File: config.mk
export PLATFORM = sky130hd
export DESIGN_NAME = secure_element_i2c_power_front
export DESIGN_NICKNAME = d
export VERILOG_FILES = /design/src/common/sepf_pkg.sv /design/src/rtl/i2c_byte_slave.sv /design/src/rtl/secure_element_i2c_power_front.sv
export SDC_FILE = /design/constraint.sdc
export NUM_CORES = 1
export LEC_CHECK = 0
export ABC_CLOCK_PERIOD_IN_PS = 5600
export BUFFER_PORTS_ARGS = -buffer_cell sky130_fd_sc_hd__buf_4
export CAP_MARGIN = 10
export CELL_PAD_IN_SITES_DETAIL_PLACEMENT = 0
export CELL_PAD_IN_SITES_GLOBAL_PLACEMENT = 1
export CORE_MARGIN = 1
export CORE_UTILIZATION = 53
export CTS_BUF_LIST = sky130_fd_sc_hd__clkbuf_8
export CTS_CLUSTER_SIZE = 8
export DETAILED_ROUTE_END_ITERATION = 10
export GPL_TIMING_DRIVEN = 1
export PLACE_DENSITY_LB_ADDON = 0.1
export SYNTH_ARGS = -nofsm -noshare
export SYNTH_HDL_FRONTEND = slang
export SYNTH_SLANG_ARGS = --single-unit
File: constraint.sdc
create_clock -name CLK -period 5.6 [get_ports CLK]
set_input_delay 1.12 -clock CLK [delete_from_list [all_inputs] [get_ports CLK]]
set_output_delay 1.12 -clock CLK [all_outputs]
set_load 0.005 [all_outputs]
File: src/common/sepf_pkg.sv
// package for the secure element host front end: i2c slave, frame layer, power modes
// assumes a single 100 MHz clock; all pin inputs are synchronised before use
package sepf_pkg;

	// ----------------------------------------------------------------
	// timing
	// ----------------------------------------------------------------
	localparam int CLK_MHZ         = 100;
	localparam int SLEEP_IDLE_MS   = 312;
	localparam int FRAME_WAIT_MS   = 320;
	localparam int DEEP_SLEEP_US   = 500;
	localparam int STRAP_HOLD_US   = 500;
	localparam int SLEEP_IDLE_CYC  = SLEEP_IDLE_MS * 1000 * CLK_MHZ;
	localparam int FRAME_WAIT_CYC  = FRAME_WAIT_MS * 1000 * CLK_MHZ;
	localparam int DEEP_SLEEP_CYC  = DEEP_SLEEP_US * CLK_MHZ;
	localparam int STRAP_HOLD_CYC  = STRAP_HOLD_US * CLK_MHZ;

	// ----------------------------------------------------------------
	// addressing and framing
	// ----------------------------------------------------------------
	localparam logic [6:0] ADDR_STRAP_LO        = 7'h48;
	localparam logic [6:0] ADDR_STRAP_HI        = 7'h49;
	localparam int         MAX_HOST_FRAME_LEN   = 255;
	localparam int         MAX_DEVICE_FRAME_LEN = 252;
	localparam logic [7:0] EDC_SEED             = 8'h00;
	localparam logic [7:0] PAD_BYTE             = 8'hff;
	localparam logic [7:0] NO_REPLY_LEN         = 8'h00;
	localparam logic [3:0] BYTE_BITS            = 4'h8;

	// ----------------------------------------------------------------
	// carriers and states
	// ----------------------------------------------------------------
	typedef struct packed {
		logic scl;
		logic sda;
	} i2c_lines_t;

	typedef struct packed {
		logic       rst_n;
		logic       addr_sel;
		logic       iface_en;
		i2c_lines_t lines;
	} pins_t;

	typedef struct packed {
		logic [7:0] data;
		logic       valid;
		logic       last;
	} rx_beat_t;

	typedef struct packed {
		logic ok;
		logic err;
	} frame_check_t;

	typedef enum logic [2:0] {SLV_IDLE, SLV_ADDR, SLV_ADDR_ACK, SLV_WR, SLV_WR_ACK, SLV_RD, SLV_RD_ACK} slv_state_t;
	typedef enum logic [1:0] {PWR_BOOT, PWR_AWAKE, PWR_SLEEP, PWR_DEEP} pwr_state_t;
	typedef enum logic [1:0] {RXP_IDLE, RXP_LEN, RXP_DATA, RXP_EDC} rx_phase_t;
	typedef enum logic [1:0] {TXP_LEN, TXP_DATA, TXP_EDC, TXP_PAD} tx_phase_t;

	// error detection code: running xor, a good frame folds to zero
	function automatic logic [7:0] edc_next(input logic [7:0] acc, input logic [7:0] b);
		return acc ^ b;
	endfunction : edc_next

endpackage : sepf_pkg

File: src/rtl/i2c_byte_slave.sv
// i2c slave byte engine: start/stop detection, address match, byte shift in and out
// assumes synchronised scl/sda; frozen while step is low, except that clr still clears it
module i2c_byte_slave (
	input  wire logic           clk,
	input  wire logic           nrst,
	input  wire logic           step,
	input  wire logic           clr,
	input  sepf_pkg::i2c_lines_t lines,
	input  wire logic [6:0]     own_addr,
	input  wire logic [7:0]     tx_byte,
	output logic                sda_low,
	output logic                wr_sel,
	output logic                rd_sel,
	output logic                rx_stb,
	output logic [7:0]          rx_byte,
	output logic                tx_take,
	output logic                stop_seen
);
	import sepf_pkg::*;

	slv_state_t st_r;
	i2c_lines_t prev_r;
	logic [7:0] sh_r;
	logic [3:0] cnt_r;
	logic       rw_r;
	logic       scl_rise, scl_fall, start_c, stop_c;

	// line events, seen only while running; a frozen prev keeps a wake edge visible
	assign scl_rise = step & lines.scl & ~prev_r.scl;
	assign scl_fall = step & ~lines.scl & prev_r.scl;
	assign start_c  = step & prev_r.scl & lines.scl & prev_r.sda & ~lines.sda;
	assign stop_c   = step & prev_r.scl & lines.scl & ~prev_r.sda & lines.sda;

	// previous line levels
	always_ff @(posedge clk) begin
		if (!nrst)
			prev_r <= '1;
		else if (step)
			prev_r <= lines;
	end

	// slave only: never drives scl, bit timing follows the master's clock
	always_ff @(posedge clk) begin
		if (!nrst || clr) begin
			st_r      <= SLV_IDLE;
			sda_low   <= 1'b0;
			sh_r      <= 8'h00;
			cnt_r     <= 4'h0;
			rw_r      <= 1'b0;
			rx_byte   <= 8'h00;
			wr_sel    <= 1'b0;
			rd_sel    <= 1'b0;
			rx_stb    <= 1'b0;
			tx_take   <= 1'b0;
			stop_seen <= 1'b0;
		end else begin
			wr_sel    <= 1'b0;
			rd_sel    <= 1'b0;
			rx_stb    <= 1'b0;
			tx_take   <= 1'b0;
			stop_seen <= 1'b0;
			if (start_c) begin
				st_r    <= SLV_ADDR;
				cnt_r   <= 4'h0;
				sda_low <= 1'b0;
			end else if (stop_c) begin
				st_r      <= SLV_IDLE;
				sda_low   <= 1'b0;
				stop_seen <= 1'b1;
			end else if (scl_rise) begin
				unique case (st_r)
					SLV_ADDR, SLV_WR: begin
						sh_r  <= {sh_r[6:0], lines.sda};
						cnt_r <= cnt_r + 4'h1;
					end
					SLV_RD:     cnt_r <= cnt_r + 4'h1;
					SLV_RD_ACK: if (lines.sda) st_r <= SLV_IDLE; // master nack ends the read
					SLV_IDLE, SLV_ADDR_ACK, SLV_WR_ACK: ;
				endcase
			end else if (scl_fall) begin
				unique case (st_r)
					SLV_ADDR: if (cnt_r == BYTE_BITS) begin
						if (sh_r[7:1] == own_addr) begin
							sda_low <= 1'b1;
							rw_r    <= sh_r[0];
							wr_sel  <= ~sh_r[0];
							rd_sel  <= sh_r[0];
							st_r    <= SLV_ADDR_ACK;
						end else
							st_r <= SLV_IDLE;
					end
					SLV_ADDR_ACK, SLV_RD_ACK: begin
						cnt_r <= 4'h0;
						if (rw_r) begin
							sh_r    <= tx_byte;
							sda_low <= ~tx_byte[7];
							tx_take <= 1'b1;
							st_r    <= SLV_RD;
						end else begin
							sda_low <= 1'b0;
							st_r    <= SLV_WR;
						end
					end
					SLV_WR: if (cnt_r == BYTE_BITS) begin
						sda_low <= 1'b1;
						rx_byte <= sh_r;
						rx_stb  <= 1'b1;
						st_r    <= SLV_WR_ACK;
					end
					SLV_WR_ACK: begin
						sda_low <= 1'b0;
						cnt_r   <= 4'h0;
						st_r    <= SLV_WR;
					end
					SLV_RD: if (cnt_r == BYTE_BITS) begin
						sda_low <= 1'b0;
						st_r    <= SLV_RD_ACK;
					end else begin
						sh_r    <= {sh_r[6:0], 1'b0};
						sda_low <= ~sh_r[6];
					end
					SLV_IDLE: ;
				endcase
			end
		end
	end

endmodule : i2c_byte_slave

File: src/rtl/secure_element_i2c_power_front.sv
// host front end of a secure element: i2c slave, frame layer with edc, strap sampling,
// automatic sleep and reset-pin deep sleep
// assumes all pins are asynchronous to CLK; the core consumes RX and supplies the reply
module secure_element_i2c_power_front
	import sepf_pkg::*;
#(
	parameter int CNT_W             = 25,
	parameter int SLEEP_IDLE_CYCLES = SLEEP_IDLE_CYC,
	parameter int FRAME_WAIT_CYCLES = FRAME_WAIT_CYC,
	parameter int DEEP_SLEEP_CYCLES = DEEP_SLEEP_CYC,
	parameter int STRAP_HOLD_CYCLES = STRAP_HOLD_CYC,
	parameter int MAX_HOST_LEN      = MAX_HOST_FRAME_LEN,
	parameter int MAX_DEV_LEN       = MAX_DEVICE_FRAME_LEN
) (
	input  wire logic            CLK,
	input  wire logic            NRST,
	input  wire logic            SCL_PIN,
	input  wire logic            SDA_PIN,
	output logic                 SDA_OUT,
	output logic                 SDA_OE_N,
	input  wire logic            IFACE_ENABLE_STRAP,
	input  wire logic            ADDR_SELECT_STRAP,
	input  wire logic            RESET_PIN_N,
	output logic                 CORE_CLK_EN,
	output logic                 CORE_POWER_EN,
	output logic                 ASLEEP,
	output logic                 DEEP_ASLEEP,
	output logic                 IFACE_ACTIVE,
	output sepf_pkg::rx_beat_t   RX,
	output sepf_pkg::frame_check_t FRAME_CHK,
	input  wire logic            REPLY_PENDING,
	input  wire logic [7:0]      REPLY_LEN,
	input  wire logic [7:0]      TX_DATA,
	input  wire logic            TX_VALID,
	output logic                 TX_READY,
	output logic                 FWT_EXPIRED
);
	import sepf_pkg::*;

	// ----------------------------------------------------------------
	// elaboration checks
	// ----------------------------------------------------------------
	if (CNT_W < 4 || CNT_W > 31) begin : g_bad_w
		$error("counter width out of range");
	end
	if (SLEEP_IDLE_CYCLES < 2 || FRAME_WAIT_CYCLES < 2 || DEEP_SLEEP_CYCLES < 2 || STRAP_HOLD_CYCLES < 2 ||
	    SLEEP_IDLE_CYCLES >= (1 << CNT_W) || FRAME_WAIT_CYCLES >= (1 << CNT_W) ||
	    DEEP_SLEEP_CYCLES >= (1 << CNT_W) || STRAP_HOLD_CYCLES >= (1 << CNT_W)) begin : g_bad_cnt
		$error("timing count does not fit the counters");
	end
	if (MAX_HOST_LEN < 1 || MAX_HOST_LEN > 255 || MAX_DEV_LEN < 1 || MAX_DEV_LEN > 255) begin : g_bad_len
		$error("frame length limit out of range");
	end

	localparam logic [CNT_W-1:0] IDLE_LAST  = CNT_W'(SLEEP_IDLE_CYCLES - 1);
	localparam logic [CNT_W-1:0] FWT_LAST   = CNT_W'(FRAME_WAIT_CYCLES - 1);
	localparam logic [CNT_W-1:0] DEEP_LIMIT = CNT_W'(DEEP_SLEEP_CYCLES);
	localparam logic [CNT_W-1:0] STRAP_LAST = CNT_W'(STRAP_HOLD_CYCLES - 1);
	localparam logic [7:0]       HOST_MAX   = 8'(MAX_HOST_LEN);
	localparam logic [7:0]       DEV_MAX    = 8'(MAX_DEV_LEN);

	// reply length never beyond the outgoing limit
	function automatic logic [7:0] clip_len(input logic [7:0] len);
		return (len > DEV_MAX) ? DEV_MAX : len;
	endfunction : clip_len

	pins_t            meta_r, sync_r;
	i2c_lines_t       prev_r;
	logic             rst_low, sda_fall, line_edge, deep_hit;
	logic [CNT_W-1:0] strap_cnt_r, rlow_cnt_r, idle_cnt_r, fwt_cnt_r;
	logic             strap_done_r, iface_active_r;
	logic [6:0]       own_addr_r;
	pwr_state_t       pwr_r, pwr_nxt;
	logic             eng_step;
	logic             sda_low, wr_sel, rd_sel, rx_stb, tx_take, stop_seen;
	logic [7:0]       rx_byte;
	rx_phase_t        rxp_r;
	logic [7:0]       rx_len_r, rx_cnt_r, rx_acc_r, rx_acc_nxt;
	tx_phase_t        txp_r;
	logic [7:0]       tx_next_r, tx_left_r, tx_acc_r, tx_acc_nxt;
	logic             fwt_run_r;

	// ----------------------------------------------------------------
	// pin synchronisers
	// ----------------------------------------------------------------
	// two flops per pin; only the second stage is read
	always_ff @(posedge CLK) begin
		if (!NRST) begin
			meta_r <= '1;
			sync_r <= '1;
			prev_r <= '1;
		end else begin
			meta_r <= {RESET_PIN_N, ADDR_SELECT_STRAP, IFACE_ENABLE_STRAP, SCL_PIN, SDA_PIN};
			sync_r <= meta_r;
			prev_r <= sync_r.lines;
		end
	end

	assign rst_low   = ~sync_r.rst_n;
	assign sda_fall  = prev_r.sda & ~sync_r.lines.sda;
	assign line_edge = (prev_r != sync_r.lines);
	assign deep_hit  = rst_low && (rlow_cnt_r == DEEP_LIMIT);

	// ----------------------------------------------------------------
	// strap sampling after power-up
	// ----------------------------------------------------------------
	// wait out the hold time, then capture the interface configuration
	always_ff @(posedge CLK) begin
		if (!NRST || pwr_r == PWR_DEEP) begin
			strap_cnt_r    <= '0;
			strap_done_r   <= 1'b0;
			iface_active_r <= 1'b0;
			own_addr_r     <= ADDR_STRAP_LO;
		end else if (!strap_done_r) begin
			if (strap_cnt_r == STRAP_LAST) begin
				strap_done_r   <= 1'b1;
				iface_active_r <= ~(~sync_r.iface_en & ~sync_r.lines.scl & ~sync_r.lines.sda);
				own_addr_r     <= sync_r.addr_sel ? ADDR_STRAP_HI : ADDR_STRAP_LO;
			end else
				strap_cnt_r <= strap_cnt_r + 1'b1;
		end
	end

	// ----------------------------------------------------------------
	// reset pin and idle timers
	// ----------------------------------------------------------------
	// length of the current low pulse on the reset pin, saturating
	always_ff @(posedge CLK) begin
		if (!NRST || !rst_low)
			rlow_cnt_r <= '0;
		else if (rlow_cnt_r != DEEP_LIMIT)
			rlow_cnt_r <= rlow_cnt_r + 1'b1;
	end

	// quiet-line timer: restarts on any edge, runs only while awake
	always_ff @(posedge CLK) begin
		if (!NRST || pwr_r != PWR_AWAKE || line_edge)
			idle_cnt_r <= '0;
		else if (idle_cnt_r != IDLE_LAST)
			idle_cnt_r <= idle_cnt_r + 1'b1;
	end

	// ----------------------------------------------------------------
	// power state
	// ----------------------------------------------------------------
	// deep sleep wins over everything, then wake causes, then idle entry
	always_comb begin
		pwr_nxt = pwr_r;
		if (deep_hit)
			pwr_nxt = PWR_DEEP;
		else
			unique case (pwr_r)
				PWR_BOOT:  if (strap_done_r) pwr_nxt = PWR_AWAKE;
				PWR_AWAKE: if (!rst_low && idle_cnt_r == IDLE_LAST) pwr_nxt = PWR_SLEEP;
				PWR_SLEEP: if (sda_fall || rst_low) pwr_nxt = PWR_AWAKE;
				PWR_DEEP:  if (!rst_low) pwr_nxt = PWR_BOOT;
			endcase
	end

	// state and the sleep, clock and power outputs from the next state; IFACE_ACTIVE copies iface_active_r
	always_ff @(posedge CLK) begin
		if (!NRST) begin
			pwr_r         <= PWR_BOOT;
			ASLEEP        <= 1'b0;
			DEEP_ASLEEP   <= 1'b0;
			CORE_CLK_EN   <= 1'b0;
			CORE_POWER_EN <= 1'b1;
			IFACE_ACTIVE  <= 1'b0;
		end else begin
			pwr_r         <= pwr_nxt;
			ASLEEP        <= (pwr_nxt == PWR_SLEEP);
			DEEP_ASLEEP   <= (pwr_nxt == PWR_DEEP);
			CORE_CLK_EN   <= (pwr_nxt == PWR_AWAKE);
			CORE_POWER_EN <= (pwr_nxt != PWR_DEEP);
			IFACE_ACTIVE  <= iface_active_r;
		end
	end

	// ----------------------------------------------------------------
	// i2c engine and pad
	// ----------------------------------------------------------------
	// engine frozen while asleep so its drive and state survive the nap
	assign eng_step = (pwr_r == PWR_AWAKE) && iface_active_r && !rst_low;

	i2c_byte_slave u_slave (
		.clk       (CLK),
		.nrst      (NRST),
		.step      (eng_step),
		.clr       (rst_low),
		.lines     (sync_r.lines),
		.own_addr  (own_addr_r),
		.tx_byte   (tx_next_r),
		.sda_low   (sda_low),
		.wr_sel    (wr_sel),
		.rd_sel    (rd_sel),
		.rx_stb    (rx_stb),
		.rx_byte   (rx_byte),
		.tx_take   (tx_take),
		.stop_seen (stop_seen)
	);

	// open-drain data pad; released in deep sleep
	always_ff @(posedge CLK) begin
		if (!NRST) begin
			SDA_OUT  <= 1'b0;
			SDA_OE_N <= 1'b1;
		end else begin
			SDA_OUT  <= 1'b0;
			SDA_OE_N <= ~(sda_low && pwr_nxt != PWR_DEEP);
		end
	end

	// ----------------------------------------------------------------
	// receive frame: length, data, edc
	// ----------------------------------------------------------------
	assign rx_acc_nxt = edc_next(rx_acc_r, rx_byte);

	// frames carry one payload mapping only; no binding negotiation
	always_ff @(posedge CLK) begin
		if (!NRST || rst_low) begin
			rxp_r     <= RXP_IDLE;
			rx_len_r  <= 8'h00;
			rx_cnt_r  <= 8'h00;
			rx_acc_r  <= EDC_SEED;
			RX        <= '0;
			FRAME_CHK <= '0;
		end else begin
			RX.valid  <= 1'b0;
			RX.last   <= 1'b0;
			FRAME_CHK <= '0;
			if (wr_sel) begin
				rxp_r    <= RXP_LEN;
				rx_acc_r <= EDC_SEED;
			end else if (rx_stb) begin
				rx_acc_r <= rx_acc_nxt;
				unique case (rxp_r)
					RXP_IDLE: FRAME_CHK.err <= 1'b1; // bytes past the frame
					RXP_LEN: begin
						rx_len_r <= rx_byte;
						rx_cnt_r <= 8'h00;
						if (rx_byte > HOST_MAX) begin
							FRAME_CHK.err <= 1'b1;
							rxp_r         <= RXP_IDLE;
						end else
							rxp_r <= (rx_byte == 8'h00) ? RXP_EDC : RXP_DATA;
					end
					RXP_DATA: begin
						RX.data  <= rx_byte;
						RX.valid <= 1'b1;
						RX.last  <= (rx_cnt_r + 8'h01 == rx_len_r);
						rx_cnt_r <= rx_cnt_r + 8'h01;
						if (rx_cnt_r + 8'h01 == rx_len_r)
							rxp_r <= RXP_EDC;
					end
					RXP_EDC: begin
						FRAME_CHK.ok  <= (rx_acc_nxt == 8'h00);
						FRAME_CHK.err <= (rx_acc_nxt != 8'h00);
						rxp_r         <= RXP_IDLE;
					end
				endcase
			end else if (stop_seen && (rxp_r == RXP_DATA || rxp_r == RXP_EDC)) begin
				FRAME_CHK.err <= 1'b1; // frame cut short
				rxp_r         <= RXP_IDLE;
			end
		end
	end

	// ----------------------------------------------------------------
	// transmit frame: length, data pulled from core, edc, pad
	// ----------------------------------------------------------------
	assign tx_acc_nxt = edc_next(tx_acc_r, tx_next_r);

	// next byte is always staged in tx_next_r ahead of the master's clock
	always_ff @(posedge CLK) begin
		if (!NRST || rst_low) begin
			txp_r     <= TXP_PAD;
			tx_next_r <= PAD_BYTE;
			tx_left_r <= 8'h00;
			tx_acc_r  <= EDC_SEED;
			TX_READY  <= 1'b0;
		end else if (rd_sel) begin
			txp_r     <= TXP_LEN;
			tx_next_r <= REPLY_PENDING ? clip_len(REPLY_LEN) : NO_REPLY_LEN;
			tx_left_r <= REPLY_PENDING ? clip_len(REPLY_LEN) : NO_REPLY_LEN;
			tx_acc_r  <= EDC_SEED;
			TX_READY  <= 1'b0;
		end else if (tx_take) begin
			tx_acc_r <= tx_acc_nxt;
			unique case (txp_r)
				TXP_LEN: if (tx_left_r == 8'h00) begin
					tx_next_r <= tx_acc_nxt;
					txp_r     <= TXP_EDC;
				end else begin
					TX_READY <= 1'b1;
					txp_r    <= TXP_DATA;
				end
				TXP_DATA: begin
					tx_left_r <= tx_left_r - 8'h01;
					if (tx_left_r == 8'h01) begin
						tx_next_r <= tx_acc_nxt;
						TX_READY  <= 1'b0;
						txp_r     <= TXP_EDC;
					end else
						TX_READY <= 1'b1;
				end
				TXP_EDC: begin
					tx_next_r <= PAD_BYTE;
					txp_r     <= TXP_PAD;
				end
				TXP_PAD: tx_next_r <= PAD_BYTE;
			endcase
		end else if (TX_READY && TX_VALID) begin
			tx_next_r <= TX_DATA;
			TX_READY  <= 1'b0;
		end
	end

	// ----------------------------------------------------------------
	// frame waiting time
	// ----------------------------------------------------------------
	// runs from a good frame until the core has a reply or the host addresses the device
	always_ff @(posedge CLK) begin
		if (!NRST || rst_low) begin
			fwt_run_r   <= 1'b0;
			fwt_cnt_r   <= '0;
			FWT_EXPIRED <= 1'b0;
		end else if (FRAME_CHK.ok) begin
			fwt_run_r   <= 1'b1;
			fwt_cnt_r   <= '0;
			FWT_EXPIRED <= 1'b0;
		end else if (REPLY_PENDING || rd_sel || wr_sel) begin
			fwt_run_r <= 1'b0;
			if (wr_sel)
				FWT_EXPIRED <= 1'b0;
		end else if (fwt_run_r) begin
			if (fwt_cnt_r == FWT_LAST) begin
				FWT_EXPIRED <= 1'b1;
				fwt_run_r   <= 1'b0;
			end else
				fwt_cnt_r <= fwt_cnt_r + 1'b1;
		end
	end
endmodule : secure_element_i2c_power_front

After elaboration in Yosys (flattened, before gate mapping)
Cells that the tools add are included.
Widths: inputs -> output; s select.
{"block": "classes", "n_addsub": 7, "magnitude_cmp": 2, "eq_ne": 58, "mux": 82, "bitwise": 43, "reduce_logical": 77}
{"op": "$mux 8", "count": 15}
{"op": "$add 25x1->25 const B", "count": 4}
{"op": "$eq 25x16->1 const B", "count": 2}
{"op": "$eq 25x25->1 const B", "count": 2}
{"op": "$pmux 8 s2", "count": 2}
{"op": "$mux 1", "count": 30}
{"op": "$mux 2", "count": 15}
{"op": "$reduce_and 3->1", "count": 10}
{"op": "$not 1->1", "count": 28}
{"op": "$reduce_and 7->1", "count": 4}
{"op": "$ne 25x16->1 const B", "count": 1}
{"op": "$ne 25x25->1 const B", "count": 1}
{"op": "$logic_not 8->1", "count": 3}
{"op": "$mux 3", "count": 8}
{"op": "$pmux 8 s3", "count": 1}
{"op": "$reduce_bool 2->1", "count": 9}
{"op": "$eq 2x2->1 const B", "count": 8}
{"op": "$gt 8x8->1 const B", "count": 2}
{"op": "$mux 4", "count": 4}
{"op": "$reduce_bool 8->1", "count": 2}
{"op": "$xor 8x8->8", "count": 2}
{"op": "$ne 5x1->1 const B", "count": 3}
{"op": "$pmux 3 s5", "count": 1}
{"op": "$reduce_or 2->1", "count": 7}
{"op": "other kinds (41)", "count": 105}
{"block": "totals", "reg_bits": 228, "input_bits": 25, "out_inout_bits": 21, "word_cells": 326}

Depth between registers and ports, before layout
Gate-level depths: netlist (run 1).
{"block": "depth", "ltp_word": 9, "mapped_depth": 9, "ltp_nobuf": 8}

Cells and area by module
From an unflattened synthesis (run 1), not the netlist that was laid out.
{"block": "unflattened", "cells_unflattened": 1250, "area_unflattened_um2": 10610.2}
{"mod": "secure_element_i2c_power_front", "n_inst": 1, "cells_each": 1051, "area_per_inst_um2": 8836.0, "seq_area_each_um2": 3803.6}
{"mod": "i2c_byte_slave", "n_inst": 1, "cells_each": 199, "area_per_inst_um2": 1774.2, "seq_area_each_um2": 640.6}

Least setup slack after synthesis (run 1)
No wires, ideal clock.
{"block": "synth_timing", "path_kind": "input to register", "from": "in REPLY_PENDING", "to": "reg fwt_cnt_r[6]", "setup_ns": 0.128, "arrival_ns": 2.399, "required_time_ns": 5.472, "setup_slack_ns": 3.073, "cell_stages": 6, "n_path_buf": 1, "cell_sequence": "nor4b_1 > o31a_1 > clkbuf_1 > nor3b_1 > xnor2_1 > nor2_1"}
{"block": "synth_via", "elab_chain_cells": 4}
{"element": "start: declaration", "line_no": "secure_element_i2c_power_front.sv:31", "source": "input wire logic REPLY_PENDING,"}
{"element": "$logic_or 1x1->1 (2 in series)", "line_no": "secure_element_i2c_power_front.sv:331", "source": "end else if (REPLY_PENDING || rd_sel || wr_sel) begin"}
{"element": "$not 1->1 (no source line)"}
{"element": "$reduce_and 3->1 (no source line)"}
{"element": "end signal: assignment", "line_no": "secure_element_i2c_power_front.sv:340", "source": "fwt_cnt_r <= fwt_cnt_r + 1'b1;"}
{"element": "end: declaration", "line_no": "secure_element_i2c_power_front.sv:70", "source": "logic [CNT_W-1:0] strap_cnt_r, rlow_cnt_r, idle_cnt_r, fwt_cnt_r;"}
No other way between the ends.
A chain may end at the register's enable or synchronous reset.

Worst setup path after layout (run 1)
{"block": "layout_timing", "from": "reg u_slave.rx_stb", "to": "reg rx_cnt_r[7]"}
{"block": "layout_via", "elab_chain_cells": 1}
{"element": "start: declaration", "line_no": "i2c_byte_slave.sv:14", "source": "output logic rx_stb,"}
{"element": "start signal: assignment", "line_no": "i2c_byte_slave.sv:53", "source": "rx_stb <= 1'b0;"}
{"element": "start signal: assignment", "line_no": "i2c_byte_slave.sv:59", "source": "rx_stb <= 1'b0;"}
{"element": "start signal: assignment", "line_no": "i2c_byte_slave.sv:107", "source": "rx_stb <= 1'b1;"}
{"element": "$reduce_and 3->1 (no source line)"}
{"element": "end signal: assignment", "line_no": "secure_element_i2c_power_front.sv:251", "source": "rx_cnt_r <= rx_cnt_r + 8'h01;"}
{"element": "end: declaration", "line_no": "secure_element_i2c_power_front.sv:78", "source": "logic [7:0] rx_len_r, rx_cnt_r, rx_acc_r, rx_acc_nxt;"}
No other way between the ends.

==> flow_summary.toml, run 1 <==
[outcome]
status = "completed"

[floorplanning]
ios = 46
die-area_um2 = 20300
initial_core_util = 0.549
fp.dieW_um = 142
coreArea_um2 = 19000
fp-row-count = 50
die_h_um = 142

[timing]
tns_ns = 0
layout_min_cycle_time_ns = 2.92
fmax_mhz = 343
clock-skew-final_ns = 0.0200
rsz0062_at_grt = "no"
slew_headroom = 0.290
setup_viol = 0
fin_crit_sh = 0.521
finalMaxSlewViolations = 0
timing.final.hold_violations = 0
worstMarginPinSlew_ns = 1.06

[logic_synthesis]
ys_warn_count = 0
synth_area_leaders = "dfxtp_1, nor2_1, xor2_1, xnor2_1, nand2_1"
synth_fa_ha_area_frac = 0.0216
synth_edf_count = 0
syn_area_per_cell_um2 = 8.49
synth_top_family_by_area = "simple AND/OR/NAND/NOR gates"
synth-simple-area-share = 0.270
syn_inst = 1230
synth_nets = 1273
synth_ff_type = "dfxtp_1"
synthArstFlopShare = 0
yosys.area.top_type = "dfxtp_1"
netlist_area_um2 = 10400
synth_compound_area_frac = 0.0829
synth_xor_area_frac = 0.115
synth.area.mux_share = 0.0502
ys_types = 66
yosys.area.top_type_share = 0.426
yosysSeqAreaShare = 0.426
ys_ff_latch = 222

[clock_tree]
clock_sinks = 222
cts_tree = "yes"
root_buffer = "clkbuf_8"
htree_levels = 2
numCtsBuffers = 39
post-cts-setup-buffers = 0
clockBufferDepth = 3
cts-resized-gates = 0
clk-insertion-delay-late_ns = 0.52
path_clk_slew_ns = 0.06
cts_hold_buf = 0

[setup_path]
path_delay_family = "simple AND/OR/NAND/NOR gates"
crit_slowest_cell = "nor2b_1"
startpoint_type = "flop"
path_max_fanout = 15
cp-end-kind = "flop"
cp_data_required_time_ns = 6.04
cp_data_arrival_time_ns = 3.36
worst-path-buf-inv = 0
crit_type = "flop to flop"
cpPeakStageDelay_ns = 0.69
worstPathCellList = "nor2b_1 -> nand2_1 -> or2_2 -> nor4_1 -> a21oi_1 -> nor2_1"

[placement]
placed_cell_area_um2 = 10900
place_congestion = 0.816
port-buffer-count = 44
hpwl_mm = 13.7

[finish]
final-seq-area_um2 = 4440
drive_above_1_share = 0.0967
layout.nets = 1312
fillers = 1740
diodes = 0
multiInputGateArea_um2 = 5640
syn_to_final_growth_pct = 12.0
final_area_um2 = 11700

[routing]
vias_per_cell = 5.26
avgRoutedWirePerCell_um = 13.2
drt_wl_total_mm = 20.5
route.detailed.drc = 0
initialDrtViolationCount = 340
vias = 8166
first_pass_iters = 5
drtAntennaViolNets = 0

[worst_hold_path]
holdCritPathClass = "flop to flop"

[global_routing]
grt_util_all_layers = 0.210
antenna_found_initial = 0
grt_pass1_wl_mm = 35.3
grt_pass1_vias = 7504
overflow = 0
grt_max_degree = 53

[power]
ir_drop_v = 0.000207
power_density_nw_per_um2 = 267
p_leak_nw = 4.33

[job]
cap_violations = 0
## metrics by stage
stage	setup slack (ns)	total power, mW	instances	util	hold slack, ns
final	2.68	3.12	1553	0.615	0.400
after global routing	2.32	3.24	1553	0.615	0.422
after CTS	2.67	3.17	1553	0.615	0.401
after detailed placement	2.54	1.68	1488	0.574	0.391
after global placement	2.61	1.68	1488	0.574	0.390
after floorplan	3.07	1.66	1230	-	0.367
## synthesized netlist by cell type (all sizes together), types with 22 or more instances
cell	n
a21oi	51
clkbuf	38
dfxtp	222
inv	39
mux2i	40
nand2	110
nand2b	22
nand3	53
nor2	209
nor3	42
nor4	23
o21ai	29
xnor2	67
xor2	70
## path summary, 6_finish.rpt
check / startpoint / end / slack, ns / depth (start not counted)
setup / recovery: u_slave.rx_stb / rx_cnt_r[7] / 2.68 / 6
hold / removal: meta_r[1] / sync_r[1] / 0.40 / 1
setup reg to reg: u_slave.rx_stb / rx_cnt_r[7] / 2.68 / 6
hold reg to reg: meta_r[1] / sync_r[1] / 0.40 / 1
## cells by family after synthesis
group / Yosys count
buffers and inverters: 88
adder cells (fa/ha/maj): 18
other: 1
multiplexers: 51
flip-flops: 222
AO/OA/AOI/OAI: 135
XOR/XNOR: 137
AND/OR/NAND/NOR: 578
## final cells by class
| cell class | count | area share |
|---|---|---|
| flip-flops and latches | 222 | 0.380 |
| inverters | 39 | 0.0125 |
| well taps | 260 | 0.0278 |
| multi-input cells | 920 | 0.483 |
| clock inverters | 14 | 0.00695 |
| clock buffers | 51 | 0.0600 |
| repair buffers | 47 | 0.0302 |
## power by group
group          switching (mW)  internal (mW)
Combinational          0.0357         0.0205
Sequential            0.00474           1.59
Clock                   0.619          0.852
## metal layers
layer | track usage | routed length [um] | share of wire
met5 | 0 | 0 | 0
met4 | 0.0685 | 359 | 0.017
met3 | 0.0357 | 812 | 0.040
met2 | 0.337 | 8990 | 0.44
met1 | 0.287 | 10400 | 0.50
## cells in the final DEF, fill, tap and decap left out, drive strengths merged, types with 3 or more instances in the layout
cell type / count
a211oi: 4
a21o: 6
a21oi: 51
a22oi: 3
a31oi: 8
and2: 13
and3: 18
and4: 7
buf: 47
clkbuf: 51
dfxtp: 222
ha: 18
inv: 50
mux2: 11
mux2i: 40
nand2: 110
nand2b: 22
nand3: 53
nand3b: 5
nand4: 17
nor2: 209
nor2b: 10
nor3: 42
nor3b: 5
nor4: 23
nor4b: 12
o211ai: 4
o21a: 5
o21ai: 29
o31ai: 12
or3: 16
or4: 4
xnor2: 67
xor2: 70
## flip-flops by register name (all words and copies together) (netlist names), 4 cells and up
signal           count
rx_len_r             8
meta_r               5
rx_acc_r             8
tx_next_r            8
u_slave.sh_r         8
sync_r               5
idle_cnt_r          25
RX                  10
fwt_cnt_r           25
tx_acc_r             8
rx_cnt_r             8
strap_cnt_r         25
rlow_cnt_r          25
tx_left_r            8
u_slave.cnt_r        4
u_slave.rx_byte      8
Power figures use the tool's default switching activity.
==> inputs of run 2 (changes only) <==
--- a/config.mk
+++ b/config.mk
@@ -5,13 +5,14 @@
 export SDC_FILE = /design/constraint.sdc
 export NUM_CORES = 1
 export LEC_CHECK = 0
-export ABC_CLOCK_PERIOD_IN_PS = 5600
+export ABC_AREA = 1
+export ABC_CLOCK_PERIOD_IN_PS = 3000
 export BUFFER_PORTS_ARGS = -buffer_cell sky130_fd_sc_hd__buf_4
 export CAP_MARGIN = 10
 export CELL_PAD_IN_SITES_DETAIL_PLACEMENT = 0
 export CELL_PAD_IN_SITES_GLOBAL_PLACEMENT = 1
 export CORE_MARGIN = 1
-export CORE_UTILIZATION = 53
+export CORE_UTILIZATION = 47
 export CTS_BUF_LIST = sky130_fd_sc_hd__clkbuf_8
 export CTS_CLUSTER_SIZE = 8
 export DETAILED_ROUTE_END_ITERATION = 10
==> constraint.sdc (replaced) <==
create_clock -name CLK -period 3 [get_ports CLK]
set_input_delay 0.6 -clock CLK [delete_from_list [all_inputs] [get_ports CLK]]
set_output_delay 0.6 -clock CLK [all_outputs]
set_load 0.005 [all_outputs]
==> run 2 against run 1 <==
  * Global-route usage is 1.1 points higher
  * Hold slack worse by 0.16 ns
  * Die area up 21%
  * Clock power increased by 110%
  * Combinational power grew 120%
  * Flip-flop and latch count did not move
  * Routed wire length grew 29%
  * Synthesized cell count increased by 33%
  * Critical path depth increased by 2
  * Worst setup slack worse by 2.3 ns
  * First-iteration DRC count increased by 44%
  * Count of clock-buffer cells in the layout increased by 6
==> flow_summary.toml, run 2 <==
[outcome]
status = "completed"

[logic_synthesis]
ys_ff_latch = 222
yosysSeqAreaShare = 0.395
synth_top_family_by_area = "simple AND/OR/NAND/NOR gates"
yosysMostFrequentCell = "nand2_1"
synth_fa_ha_area_frac = 0.0200
synth-simple-area-share = 0.300
synth_ff_type = "dfxtp_1"
netlist_area_um2 = 11300
synth_nets = 1674
yosys.area.top_type = "dfxtp_1"
synth.area.mux_share = 0
ys_types = 50
synth_common_cells = "nand2_1, dfxtp_1, inv_1, nor2_1, a21oi_1"
synth_edf_count = 0
synthArstFlopShare = 0
synth_compound_area_frac = 0.147
syn_inst = 1631
synth_xor_area_frac = 0.0513
ys_warn_count = 0
syn_area_per_cell_um2 = 6.90
yosys.area.top_type_share = 0.395
synth_area_leaders = "dfxtp_1, nand2_1, a21oi_1, inv_1, nor2_1"

[placement]
hpwl_mm = 18.7
place_congestion = 0.845
port-buffer-count = 44

[setup_path]
cpPeakStageDelay_ns = 0.60
worstPathCellList = "ha_1 -> inv_1 -> nor4_4 -> and2_1 -> a21oi_4 -> clkinv_2 -> nand2_1 -> a21oi_1"
cp_data_required_time_ns = 3.41
cp_data_arrival_time_ns = 2.98
crit_type = "flop to flop"
crit_slowest_cell = "a21oi_4"
path_max_fanout = 26
cp-end-kind = "flop"
startpoint_type = "flop"

[finish]
layout.nets = 1725
drive_above_1_share = 0.0915
diodes = 0
mostFrequentLayoutCell = "nand2_1"
final_core_util = 0.545
syn_to_final_growth_pct = 13.6
fillers = 2363
most-common-layout-cells = "nand2_1, dfxtp_1, inv_1, nor2_1, a21oi_1"

[routing]
route.detailed.drc = 0
drt_wl_total_mm = 26.6
avgRoutedWirePerCell_um = 13.1
vias = 10300
first_pass_iters = 5
vias_per_cell = 5.07
drtAntennaViolNets = 0
initialDrtViolationCount = 488

[power]
ir_drop_v = 0.000355
power_density_nw_per_um2 = 488
intPower_mw = 4.87
p_sw_frac = 0.220
power_mw = 6.25
p_leak_nw = 5.10
switching_power_mw = 1.38
seqPwrFrac = 0.475
p_clk_frac = 0.505
p_comb_frac = 0.020

[global_routing]
grt_pass1_wl_mm = 45.0
antenna_found_initial = 0
grt_max_degree = 35
grt_pass1_vias = 9541
grt_util_all_layers = 0.221
overflow = 0

[floorplanning]
fp-row-count = 56
fp.dieW_um = 157
initial_core_util = 0.480
coreArea_um2 = 23500
ios = 46
die_h_um = 157
die-area_um2 = 24600

[clock_tree]
clock_sinks = 222
clockBufferDepth = 3
htree_levels = 2
numCtsBuffers = 41
cts_tree = "yes"
clk-insertion-delay-late_ns = 0.54
root_buffer = "clkbuf_8"
path_clk_slew_ns = 0.06

[timing]
tns_ns = 0
worstMarginPinSlew_ns = 0.713
layout_min_cycle_time_ns = 2.58
slew_headroom = 0.524
fmax_mhz = 388
clock-skew-final_ns = 0.0237
fin_crit_sh = 0.859
setup_viol = 0
rsz0062_at_grt = "no"
finalMaxSlewViolations = 0
timing.final.hold_violations = 0

[job]
cap_violations = 0

[worst_hold_path]
holdCritPathClass = "input port to flop"
run 2: cell types whose count changed in the layout (fill, tap and decap cells not counted), moves of 12 or more:
cell	change
nand3_1	+41
a21oi_1	+104
xor2_1	-20
nor2_1	-18
inv_1	+156
nor4b_1	-12
and3_1	-15
nand2b_1	-22
o21ai_0	+88
mux2i_1	-40
or3_1	-15
nand4_1	+24
xnor2_1	-51
nand2_1	+221
run 2: logic make-up (layout without fill, tap and decap cells):
family	after synthesis	after routing
and+or+nand+nor	765	765
AOI/OAI and AO/OA	311	311
buffers and inverters	248	332
DFF	222	222
xor gates and xnor gates	66	66
adders and majority gates	18	18
other	1	1
run 2: area by class of cell:
class / instances / area, um2 / area share
Clock buffer: 57 / 785 / 0.0613
Clock inverter: 19 / 138 / 0.0108
Timing Repair Buffer: 54 / 418 / 0.0327
Tap cell: 319 / 399 / 0.0312
Multi-Input combinational cell: 1161 / 5850 / 0.457
Sequential cell: 222 / 4440 / 0.347
Inverter: 202 / 759 / 0.0593
run 2: power groups by stage:
stage               registers (mW)  logic, mW  clock network (mW)
CTS                           2.97      0.126                3.26
global route                  2.97      0.140                3.39
detailed placement            3.03      0.126                   0
floorplan                     3.03     0.0706                   0
global placement              3.03      0.124                   0
finish                        2.97      0.124                3.16
run 2: through the flow:
| stage | std cells | setup WS, ns | area [um2] | hold WS (ns) |
|---|---|---|---|---|
| global route | 2034 | 0.181 | 12800 | 0.214 |
| detailed placement | 1958 | -0.144 | 11900 | 0.400 |
| CTS | 2034 | 0.374 | 12800 | 0.208 |
| finish | 2034 | 0.423 | 12800 | 0.241 |
| floorplan | 1631 | 1.24 | 11300 | 0.381 |
| global placement | 1958 | -0.107 | 11900 | 0.394 |
run 2: what timing repair did:
action | CTS | global route
endpoints found under the hold margin | 0 | 0
setup endpoints to repair | 26 | 0
buffers inserted | 0 | 0
hold buffers | 0 | 0
gates resized for setup | 1 | 0
run 2: critical path, delay by kind of cell (launching register included):
kind,cells,cell delay [ns]
and+or+nand+nor,3,0.46
DFF,1,0.35
buffers and inverters,2,0.71
adders and majority gates,1,0.25
AOI/OAI and AO/OA,2,0.67
run 2: path summary, 6_finish.rpt:
path	startpoint	end	slack, ns	depth (start not counted)
hold reg to reg	meta_r[2]	sync_r[2]	0.41	1
setup reg to reg	fwt_cnt_r[0]	fwt_cnt_r[7]	0.42	8
setup / recovery	fwt_cnt_r[0]	fwt_cnt_r[7]	0.42	8
hold / removal	SCL_PIN	meta_r[1]	0.24	2
run 2: routing by layer:
metal / vias up / routed length, um / track usage
met4: 0 / 413 / 0.0574
met2: 145 / 12000 / 0.362
met3: 36 / 1030 / 0.0338
met5: - / 0 / 0
li1: 5477 / - / -
met1: 4654 / 13100 / 0.302
